--- src/pfs_pkg.sv ---
// constants, function codes and pin table of the port-0 pin function multiplexer
// Contract
// - low select register: pins 0-15, two bits each
// - high select register: pins 16-31, two bits each
// - gpio direction applies only when gpio selected
// - peripheral selection sets pin direction automatically
// - pin 0 and pin 1 codes decoded as listed
// - pin 16 codes decoded as listed
// - pin 23 code 01 is can2 receive
// - pin 24 code 01 is can2 transmit
// - pin 25 field at 19:18, can1 receive
// - pin 30 code 01 is analog input 3
// - pin 30 code 11 is timer 0 capture 0
// - pin 31 field is reserved, selects nothing
// - fields reset to defined values, mostly gpio
// - both registers read and write whole words
package pfs_pkg;

    localparam int NUM_PINS = 32;

    localparam logic [31:0] PIN_SELECT_LOW_ADDR  = 32'he002c000;
    localparam logic [31:0] PIN_SELECT_HIGH_ADDR = 32'he002c004;
    localparam logic [31:0] PIN_SELECT_LOW_RST   = 32'h00000000;
    // pins 27..29 come up as analog inputs
    localparam logic [31:0] PIN_SELECT_HIGH_RST  = 32'h05400000;

    typedef logic [5:0] pfs_fn_t;

    // 0 = nothing driven, 1 = gpio, 2.. = peripheral signal index
    localparam pfs_fn_t FN_RSVD  = 6'h00;
    localparam pfs_fn_t FN_GPIO  = 6'h01;
    localparam pfs_fn_t FN_S0TX  = 6'h02;
    localparam pfs_fn_t FN_S0RX  = 6'h03;
    localparam pfs_fn_t FN_PWO1  = 6'h04;
    localparam pfs_fn_t FN_PWO2  = 6'h05;
    localparam pfs_fn_t FN_PWO3  = 6'h06;
    localparam pfs_fn_t FN_PWO4  = 6'h07;
    localparam pfs_fn_t FN_PWO5  = 6'h08;
    localparam pfs_fn_t FN_PWO6  = 6'h09;
    localparam pfs_fn_t FN_XIR0  = 6'h0a;
    localparam pfs_fn_t FN_XIR1  = 6'h0b;
    localparam pfs_fn_t FN_XIR2  = 6'h0c;
    localparam pfs_fn_t FN_XIR3  = 6'h0d;
    localparam pfs_fn_t FN_SCL   = 6'h0e;
    localparam pfs_fn_t FN_SDA   = 6'h0f;
    localparam pfs_fn_t FN_SCK0  = 6'h10;
    localparam pfs_fn_t FN_MISO0 = 6'h11;
    localparam pfs_fn_t FN_MOSI0 = 6'h12;
    localparam pfs_fn_t FN_SSEL0 = 6'h13;
    localparam pfs_fn_t FN_SCK1  = 6'h14;
    localparam pfs_fn_t FN_MISO1 = 6'h15;
    localparam pfs_fn_t FN_MOSI1 = 6'h16;
    localparam pfs_fn_t FN_SSEL1 = 6'h17;
    localparam pfs_fn_t FN_T0C0  = 6'h18;
    localparam pfs_fn_t FN_T0C1  = 6'h19;
    localparam pfs_fn_t FN_T0C2  = 6'h1a;
    localparam pfs_fn_t FN_T0C3  = 6'h1b;
    localparam pfs_fn_t FN_T0M0  = 6'h1c;
    localparam pfs_fn_t FN_T0M1  = 6'h1d;
    localparam pfs_fn_t FN_T0M2  = 6'h1e;
    localparam pfs_fn_t FN_T0M3  = 6'h1f;
    localparam pfs_fn_t FN_T1C0  = 6'h20;
    localparam pfs_fn_t FN_T1C1  = 6'h21;
    localparam pfs_fn_t FN_T1C2  = 6'h22;
    localparam pfs_fn_t FN_T1C3  = 6'h23;
    localparam pfs_fn_t FN_T1M0  = 6'h24;
    localparam pfs_fn_t FN_T1M1  = 6'h25;
    localparam pfs_fn_t FN_T1M2  = 6'h26;
    localparam pfs_fn_t FN_T1M3  = 6'h27;
    localparam pfs_fn_t FN_S1TX  = 6'h28;
    localparam pfs_fn_t FN_S1RX  = 6'h29;
    localparam pfs_fn_t FN_RTS   = 6'h2a;
    localparam pfs_fn_t FN_CTS   = 6'h2b;
    localparam pfs_fn_t FN_DSR   = 6'h2c;
    localparam pfs_fn_t FN_DTR   = 6'h2d;
    localparam pfs_fn_t FN_DCD   = 6'h2e;
    localparam pfs_fn_t FN_RI    = 6'h2f;
    localparam pfs_fn_t FN_C2RX  = 6'h30;
    localparam pfs_fn_t FN_C2TX  = 6'h31;
    localparam pfs_fn_t FN_C1RX  = 6'h32;
    localparam pfs_fn_t FN_ANA0  = 6'h33;
    localparam pfs_fn_t FN_ANA1  = 6'h34;
    localparam pfs_fn_t FN_ANA2  = 6'h35;
    localparam pfs_fn_t FN_ANA3  = 6'h36;
    localparam int      NUM_FN   = 55;

    // row = pin, column = select code 00, 01, 10, 11
    localparam pfs_fn_t PIN_MAP [NUM_PINS][4] = '{
        '{FN_GPIO, FN_S0TX,  FN_PWO1,  FN_RSVD},
        '{FN_GPIO, FN_S0RX,  FN_PWO3,  FN_XIR0},
        '{FN_GPIO, FN_SCL,   FN_T0C0,  FN_RSVD},
        '{FN_GPIO, FN_SDA,   FN_T0M0,  FN_XIR1},
        '{FN_GPIO, FN_SCK0,  FN_T0C1,  FN_RSVD},
        '{FN_GPIO, FN_MISO0, FN_T0M1,  FN_RSVD},
        '{FN_GPIO, FN_MOSI0, FN_T0C2,  FN_RSVD},
        '{FN_GPIO, FN_SSEL0, FN_PWO2,  FN_XIR2},
        '{FN_GPIO, FN_S1TX,  FN_PWO4,  FN_RSVD},
        '{FN_GPIO, FN_S1RX,  FN_PWO6,  FN_XIR3},
        '{FN_GPIO, FN_RTS,   FN_T1C0,  FN_RSVD},
        '{FN_GPIO, FN_CTS,   FN_T1C1,  FN_RSVD},
        '{FN_GPIO, FN_DSR,   FN_T1M0,  FN_RSVD},
        '{FN_GPIO, FN_DTR,   FN_T1M1,  FN_RSVD},
        '{FN_GPIO, FN_DCD,   FN_XIR1,  FN_RSVD},
        '{FN_GPIO, FN_RI,    FN_XIR2,  FN_RSVD},
        '{FN_GPIO, FN_XIR0,  FN_T0M2,  FN_T0C2},
        '{FN_GPIO, FN_T1C2,  FN_SCK1,  FN_T1M2},
        '{FN_GPIO, FN_T1C3,  FN_MISO1, FN_T1M3},
        '{FN_GPIO, FN_T1M2,  FN_MOSI1, FN_T1C2},
        '{FN_GPIO, FN_T1M3,  FN_SSEL1, FN_XIR3},
        '{FN_GPIO, FN_PWO5,  FN_RSVD,  FN_T1C3},
        '{FN_GPIO, FN_RSVD,  FN_T0C0,  FN_T0M0},
        '{FN_GPIO, FN_C2RX,  FN_RSVD,  FN_RSVD},
        '{FN_GPIO, FN_C2TX,  FN_RSVD,  FN_RSVD},
        '{FN_GPIO, FN_C1RX,  FN_RSVD,  FN_RSVD},
        '{FN_RSVD, FN_RSVD,  FN_RSVD,  FN_RSVD},
        '{FN_GPIO, FN_ANA0,  FN_T0C1,  FN_T0M1},
        '{FN_GPIO, FN_ANA1,  FN_T0C2,  FN_T0M2},
        '{FN_GPIO, FN_ANA2,  FN_T0C3,  FN_T0M3},
        '{FN_GPIO, FN_ANA3,  FN_RSVD,  FN_T0C0},
        '{FN_RSVD, FN_RSVD,  FN_RSVD,  FN_RSVD}
    };

    // captured ahb address phase, used during the data phase
    typedef struct packed {
        logic        active;
        logic        write;
        logic [31:0] addr;
    } pfs_ahb_phase_t;

endpackage : pfs_pkg

--- src/pfs_pin_mux.sv ---
// port-0 pin function multiplexer with its two select registers on ahb-lite
//
// The AHB-Lite interface to the registers was left to the implementer.
`timescale 1ns/1ps
module pfs_pin_mux
    import pfs_pkg::*;
(
    // clock and reset
    input  wire logic                 clk,
    input  wire logic                 reset_n,
    // ahb-lite slave
    input  wire logic                 hsel,
    input  wire logic [31:0]          haddr,
    input  wire logic [1:0]           htrans,
    input  wire logic                 hwrite,
    input  wire logic [2:0]           hsize,
    input  wire logic [31:0]          hwdata,
    input  wire logic                 hready,
    output logic      [31:0]          hrdata,
    output logic                      hreadyout,
    output logic                      hresp,
    // general-purpose i/o logic
    input  wire logic [NUM_PINS-1:0]  gpioOut,
    input  wire logic [NUM_PINS-1:0]  gpioDirectionBits,
    output logic      [NUM_PINS-1:0]  gpioIn,
    // peripheral signals, indexed by function code
    input  wire logic [NUM_FN-1:0]    perOut,
    input  wire logic [NUM_FN-1:0]    perOe,
    output logic      [NUM_FN-1:0]    perIn,
    // package pins
    input  wire logic [NUM_PINS-1:0]  pinIn,
    output logic      [NUM_PINS-1:0]  pinOut,
    output logic      [NUM_PINS-1:0]  pinOe
);

    logic [31:0]          pinSelectLow;
    logic [31:0]          pinSelectHigh;
    logic [63:0]          selAll;
    pfs_ahb_phase_t       dphase;
    logic [31:0]          next_hrdata;
    logic [NUM_PINS-1:0]  pinMeta;
    logic [NUM_PINS-1:0]  pinSync;
    logic [NUM_PINS-1:0]  next_pinOut;
    logic [NUM_PINS-1:0]  next_pinOe;
    logic [NUM_FN-1:0]    next_perIn;
    logic                 addrPhase;

    assign selAll    = {pinSelectHigh, pinSelectLow};
    assign addrPhase = hsel && htrans[1] && hready;

    // function selected for one pin by the current select fields
    function automatic pfs_fn_t pinFn(input int unsigned pin, input logic [63:0] sel);
        logic [1:0] code;
        code = sel[2*pin +: 2];
        return PIN_MAP[pin][code];
    endfunction : pinFn

    // ---------------- ahb-lite slave ----------------

    always_ff @(posedge clk) begin
        if (!reset_n) begin
            dphase <= '0;
        end else if (hready) begin
            dphase.active <= hsel && htrans[1];
            dphase.write  <= hwrite;
            dphase.addr   <= haddr;
        end
    end

    // only whole-word access is supported, so hsize is not decoded
    always_ff @(posedge clk) begin
        if (!reset_n) begin
            pinSelectLow  <= PIN_SELECT_LOW_RST;
            pinSelectHigh <= PIN_SELECT_HIGH_RST;
        end else if (dphase.active && dphase.write) begin
            if (dphase.addr == PIN_SELECT_LOW_ADDR) begin
                pinSelectLow <= hwdata;
            end
            if (dphase.addr == PIN_SELECT_HIGH_ADDR) begin
                pinSelectHigh <= hwdata;
            end
        end
    end

    // a write still in its data phase is forwarded so a back-to-back read sees it
    always_comb begin
        next_hrdata = 32'h00000000;
        if (haddr == PIN_SELECT_LOW_ADDR) begin
            next_hrdata = pinSelectLow;
        end else if (haddr == PIN_SELECT_HIGH_ADDR) begin
            next_hrdata = pinSelectHigh;
        end
        if (dphase.active && dphase.write && dphase.addr == haddr &&
            (haddr == PIN_SELECT_LOW_ADDR || haddr == PIN_SELECT_HIGH_ADDR)) begin
            next_hrdata = hwdata;
        end
    end

    always_ff @(posedge clk) begin
        if (!reset_n) begin
            hrdata <= 32'h00000000;
        end else if (addrPhase && !hwrite) begin
            hrdata <= next_hrdata;
        end
    end

    // zero wait states, always okay
    always_ff @(posedge clk) begin
        if (!reset_n) begin
            hreadyout <= 1'b1;
            hresp     <= 1'b0;
        end else begin
            hreadyout <= 1'b1;
            hresp     <= 1'b0;
        end
    end

    // ---------------- pin side ----------------

    always_ff @(posedge clk) begin
        if (!reset_n) begin
            pinMeta <= '0;
            pinSync <= '0;
        end else begin
            pinMeta <= pinIn;
            pinSync <= pinMeta;
        end
    end

    generate
        for (genvar i = 0; i < NUM_PINS; i++) begin : g_pin
            pfs_fn_t fn;
            assign fn = pinFn(i, selAll);
            always_comb begin
                if (fn == FN_GPIO) begin
                    next_pinOut[i] = gpioOut[i];
                    next_pinOe[i]  = gpioDirectionBits[i];
                end else if (fn == FN_RSVD) begin
                    next_pinOut[i] = 1'b0;
                    next_pinOe[i]  = 1'b0;
                end else begin
                    next_pinOut[i] = perOut[fn];
                    next_pinOe[i]  = perOe[fn];
                end
            end
        end
    endgenerate

    // inputs shared by several pins are ored; an unrouted input reads low
    always_comb begin
        pfs_fn_t f;
        f = FN_RSVD;
        next_perIn = '0;
        for (int unsigned i = 0; i < NUM_PINS; i++) begin
            f = pinFn(i, selAll);
            if (f != FN_RSVD && f != FN_GPIO) begin
                next_perIn[f] = next_perIn[f] | pinSync[i];
            end
        end
    end

    // the gpio input register sees every pin level whatever its function
    always_ff @(posedge clk) begin
        if (!reset_n) begin
            pinOut <= '0;
            pinOe  <= '0;
            perIn  <= '0;
            gpioIn <= '0;
        end else begin
            pinOut <= next_pinOut;
            pinOe  <= next_pinOe;
            perIn  <= next_perIn;
            gpioIn <= pinSync;
        end
    end
endmodule : pfs_pin_mux

--- config.mk ---
export PLATFORM = sky130hd
export DESIGN_NAME = pfs_pin_mux
export DESIGN_NICKNAME = d
export VERILOG_FILES = /design/src/pfs_pkg.sv /design/src/pfs_pin_mux.sv
export SDC_FILE = /design/constraint.sdc
export NUM_CORES = 1
export LEC_CHECK = 0
export CAP_MARGIN = 20
export CORE_MARGIN = 8
export CORE_UTILIZATION = 55
export CTS_BUF_LIST = sky130_fd_sc_hd__clkbuf_8
export DETAILED_ROUTE_END_ITERATION = 7
export DONT_BUFFER_PORTS = 1
export PLACE_DENSITY = 0.7
export SLEW_MARGIN = 40
export SYNTH_ARGS = -nofsm -noshare
export SYNTH_HDL_FRONTEND = slang
export SYNTH_SLANG_ARGS = --single-unit
--- constraint.sdc ---
create_clock -name clk -period 6.3 [get_ports clk]
set_clock_uncertainty 0.15 [all_clocks]
set_input_delay 0.63 -clock clk [delete_from_list [all_inputs] [get_ports clk]]
set_output_delay 0.63 -clock clk [all_outputs]
set_load 0.03 [all_outputs]
# == Word-level counts from Yosys, hierarchy flattened ==
# Memory sizes are Yosys's and may differ from the RTL's.
# Index checks and enable logic that the tools add are counted.
# word_totals
reg_bits,345
rom_bits,64
input_bits,280
out_inout_bits,185
wordCells,926
mem_count,1
# classes
order_cmp,96
n_eq_ne,69
n_mux,545
bitwise_logic,65
reduce_logical,138
# memory_table
name,words,word_bits,read_ports,rd_ports_with_merged_regs,wr,line,rtl
(no name shown),64,1,1,0,0,pfs_pin_mux.sv:157,next_perIn[f] = next_perIn[f] | pinSync[i];
# ops
op,n
55-bit 2-to-1 mux,32
55-bit bitwise mux,31
1-bit binary-select mux with 6-bit select,95
6-bit binary-select mux with 2-bit select,32
6-bit 2-to-1 mux,64
1-bit 2-to-1 mux,256
6-bit by 7-bit < comparator with 1-bit output (second input constant),32
1-bit demux with 6-bit select,32
6-bit by 1-bit equality test with 1-bit output (second input constant),32
6-bit by 1-bit greater-or-equal comparator with 1-bit output (second input constant),32
6-bit logical NOT,32
6-bit by 1-bit != test with 1-bit output (second input constant),32
6-bit nonzero test,32
32-bit equality test (second input constant),4
3-bit greater-or-equal comparator (second input constant),32
32-bit 2-to-1 mux,3
2-bit NOT with 3-bit output,32
1-bit logical AND,70
55-bit bitwise AND,1
32-bit equality test,1
1-bit OR,32
2-bit AND reduction,2
1-bit logical NOT,1
1-bit logical OR,1

# == Longest topological paths before layout ==
# logic_depth
word_depth,165
mapped_depth,17
mapped_depth_nobuf,15

# == Worst setup path after synthesis ==
# Ideal clock, no wire load.
# synth_timing
path_type,reg2reg
start,register pinSelectLow[6]
end,register perIn[0]
setup_ns,0.135
t_arrival_ns,4.388
path_slack_ns,1.627
path_stages_with_launch,17
n_path_buf,1
period_less_slack_ns,4.673
path_cell_list,dfxtp_1 -> clkbuf_1 -> inv_1 -> ha_1 -> nor4bb_4 -> nor3b_1 -> a31oi_4 -> a2111oi_4 -> o2111ai_4 -> a31oi_2 -> o211a_1 -> or3_1 -> a311oi_2 -> o211ai_2 -> or4_4 -> a31oi_4 -> a311oi_1
# synth_between
elab_chain_cells,150
word_cells_on_any_way,157
# synth_lines
item,line,rtl
start: declaration,pfs_pin_mux.sv:36,logic [31:0] pinSelectLow;
start signal: assignment,pfs_pin_mux.sv:77,pinSelectLow <= hwdata;
2-bit NOT with 3-bit output (not written as such) *,pfs_pin_mux.sv:55,return PIN_MAP[pin][code];
6-bit binary-select mux with 2-bit select *,pfs_pin_mux.sv:55,
6-bit 2-to-1 mux (not written as such) * (2 in a row),pfs_pin_mux.sv:55,
6-bit by 7-bit < comparator with 1-bit output (not written as such) or 6-bit by 1-bit greater-or-equal comparator with 1-bit output (tied branches),pfs_pin_mux.sv:157,
1-bit logical AND (not written as such),pfs_pin_mux.sv:157,
1-bit 2-to-1 mux (not written as such),pfs_pin_mux.sv:157,
1-bit demux with 6-bit select,pfs_pin_mux.sv:157,
55-bit bitwise mux,pfs_pin_mux.sv:157,
(+133 left out),--,
1-bit OR,pfs_pin_mux.sv:157,
55-bit bitwise mux,pfs_pin_mux.sv:157,
55-bit 2-to-1 mux *,pfs_pin_mux.sv:156,if (f != FN_RSVD && f != FN_GPIO) begin
1-bit binary-select mux with 6-bit select,pfs_pin_mux.sv:157,
1-bit 2-to-1 mux (not written as such),pfs_pin_mux.sv:157,
1-bit OR,pfs_pin_mux.sv:157,
55-bit bitwise mux,pfs_pin_mux.sv:157,
55-bit 2-to-1 mux *,pfs_pin_mux.sv:156,
end signal: assignment,pfs_pin_mux.sv:172,perIn <= next_perIn;
end: declaration,pfs_pin_mux.sv:29,"output logic [NUM_FN-1:0] perIn,"
# Mark *: on every way between the ends. The rest lies on a longest branch, timed or not. The select of a mux whose other input is x is not followed.
# A chain may end at the register's enable or synchronous reset.

# == Worst setup path in the final report ==
# layout_timing
start,register pinSelectLow[7]
end,register perIn[0]
# Same word-level chain as after synthesis.

==> run metrics <==
status=complete, no violations; Inserted Clock Buffers=55; Post-synth top cells=dfxtp_1, nor2_1, mux2i_1, and2_1; Post-synth EDFFs=0; Tcrit/Tclk final=87.89%; flip-flop and latch count after synthesis=341; Switching Fraction=25.44%; post-CTS setup buffer count=0; multiplexer area fraction after synthesis=20.65%; CP Cell Sequence=inv_1 > ha_1 > nor4bb_4 > and3_1 > nand4_1 > a2111oi_4 > o211ai_2 > a21oi_4 > o211ai_2 > a211o_1 > a221o_1 > o211ai_2 > buf_4 > o21ba_2 > a31oi_4 > a311oi_1; clock power share=42.3%; worst hold slack=29.42 ps; largest family of logic cells by synthesized area=multiplexers; R2R cell count=16; Max Slew Vio Count=0; first-iteration detailed-routing DRC count=1749; ys flop type=dfxtp_1; peak supply drop=0.2155 mV; Worst Path Buf+Inv=2; CP top delay family=compound AO/OA/AOI/OAI gates; Initial Utilization=55.45%; Synth Area in Simple Gates=18.89%; Reg power frac=50.6%; gpl congestion=1.017; Tmin final=5537 ps; clk_lat worst skew=680 ps; adder-cell share of the synthesized area=7.090%; Syn-to-layout area delta=16.35%; Sw Pwr=1177 uW; CTS tree=yes; H-tree levels=2; leakage power=0.008449 uW; DP Wirelength=61680 um; Synth Area in Compound Gates=12.19%; GRT Util Overall=38.75%; startpoint type of the worst setup path=flip-flop; core region area=0.03437 mm2; count leader, synth=dfxtp_1; DRC viols=0; Max transition margin=44.06%; Setup violations, final=0; Avg Cell Area, Syn=9.486 um2; reg2reg end=perIn[0]; crit path max fanout=17; global route overflow=0; post-synthesis xor/xnor area fraction=1.517%; DR WL/cell=31.36 um; io pins=465; PwrDens=208.6 mW/mm2; final WL=82720 um; clk sinks=341; Avg Vias per Cell=6.603; Layout fillers=2814; Initial DRT Pass Iterations=6; Seq/Total Area, Yosys=35.82%; Final Net Count=2515; R2R Setup Slk=760 ps; Port Buffers=0; Comb pwr share=7.1%; CTS root buffer=clkbuf_8; worst hold start=gpioOut[4]; Worst-path clk slew=60 ps; Synth Instances=2009; WP data required=6710 ps; RSZ-0062 raised after global routing=no; post-synthesis cell area=0.01906 mm2; most frequent CP cell=o211ai_2; Setup WS pre-CTS=909.1 ps; leading area contributor after synthesis=dfxtp_1; final setup margin=762.9 ps; largest cells by area after synthesis=dfxtp_1, mux4_2, mux2i_1, ha_1, nor2_1; WS Path Type=reg -> reg; arrival time at the worst endpoint=5950 ps; critical path's slowest cell=a2111oi_4; P_int=3449 uW; Hold Violations, Final=0; post-synth top area share=35.82%; endpoint class of the critical path=flip-flop; Max Freq=180.6 MHz; post-CTS resize count=0; Worst Max-Slew Pin Slew=830.4 ps; asr flop ratio synth=0%; Rows=68; setup TNS=0 ps; reg2reg start=pinSelectLow[7]; die area=0.04086 mm2; worst min path class=in -> reg; chip height=202.2 um; hold path depth=2; Longest Clk Path Bufs=3; Die X-Extent=202.2 um; distinct cell type count after synthesis=86; vias in the first global route=17.20k; number of antenna violations at the first check in global routing=10; first-pass GRT wire length=118500 um; layout cells sized above 1=11.24%; max incr delay on CP=640 ps; Hold EP=pinOut[4]; Yosys Warn Count=0; antenna-violating nets left=0; Max Cap Violations=0; largest net degree at the start of global routing=127; Vias=17.42k
power groups by stage:
stage	Clock, uW	Combinational, uW	Sequential (uW)
detailed placement	0	211	2380
CTS	1970	318	2340
finish	1960	329	2340
global placement	0	206	2380
global route	2080	349	2340
floorplan	0	195	2360
cell type report:
cell class              count  area [um2]  share of cell area [%]
multi-input cells        1487       11540                   52.04
flip-flops and latches    341        6827                   30.79
repair buffers            195        1887                   8.509
clock buffers              70       963.4                   4.345
well taps                 455       569.3                   2.567
inverters                  47       181.4                  0.8182
clock inverters            22       153.9                  0.6941
diodes                     21       52.55                  0.2370
placed cells by master, fill, tap and decap left out, types with 70 or more instances in the layout:
cell type      netlist  final
mux4_2              86     86
nor2_1             287    287
ha_1               108    107
clkbuf_8             0     70
a21oi_1             74     74
dfxtp_1            341    341
dlygate4sd3_1        0    159
nand2_1            108    108
and2_1             127    126
mux2i_1            193    193
what timing repair did:
action | in CTS | in global routing
hold endpoints to repair | 251 | 0
setup endpoints to repair | 0 | 0
hold buffers | 161 | 0
worst max path at each step:
stage	from	end	cells past startpoint
floorplan	pinSelectLow[6]	perIn[0]	16
global placement	pinSelectLow[7]	perIn[0]	16
detailed placement	pinSelectLow[7]	perIn[0]	16
CTS	pinSelectLow[7]	perIn[0]	16
global route	pinSelectLow[7]	perIn[0]	16
finish	pinSelectLow[7]	perIn[0]	16
stage by stage:
step	std cells	util (%)	cell area, um2	power [uW]
after floorplan	2013	-	19070	2557
after detailed placement	2364	56.36	19370	2596
after global routing	2629	64.44	22150	4766
after CTS	2617	64.35	22120	4630
final	2638	64.51	22170	4626
after global placement	2363	56.33	19360	2589
routing by layer:
metal | share of wire (%) | vias up | global-route usage (%)
met3 | 12 | 253 | 10.93
li1 | - | 7486 | -
met4 | 5.7 | 4 | 21.89
met2 | 46 | 1176 | 62.57
met1 | 36 | 8499 | 45.98
met5 | 0.033 | - | 0
registers in the layout (all words and copies together) (netlist names):
register       count
perIn             55
dphase            34
gpioIn            32
hrdata            32
pinMeta           32
pinSelectHigh     32
pinSelectLow      32
pinSync           32
pinOe             30
pinOut            30
kinds of logic after synthesis:
kind of cell / after synthesis
buffers and inverters: 185
adders and majority gates: 108
DFF: 341
and+or+nand+nor: 732
AOI/OAI and AO/OA: 323
xor gates and xnor gates: 33
other: 2
muxes: 285
Power figures use the tool's default switching activity.
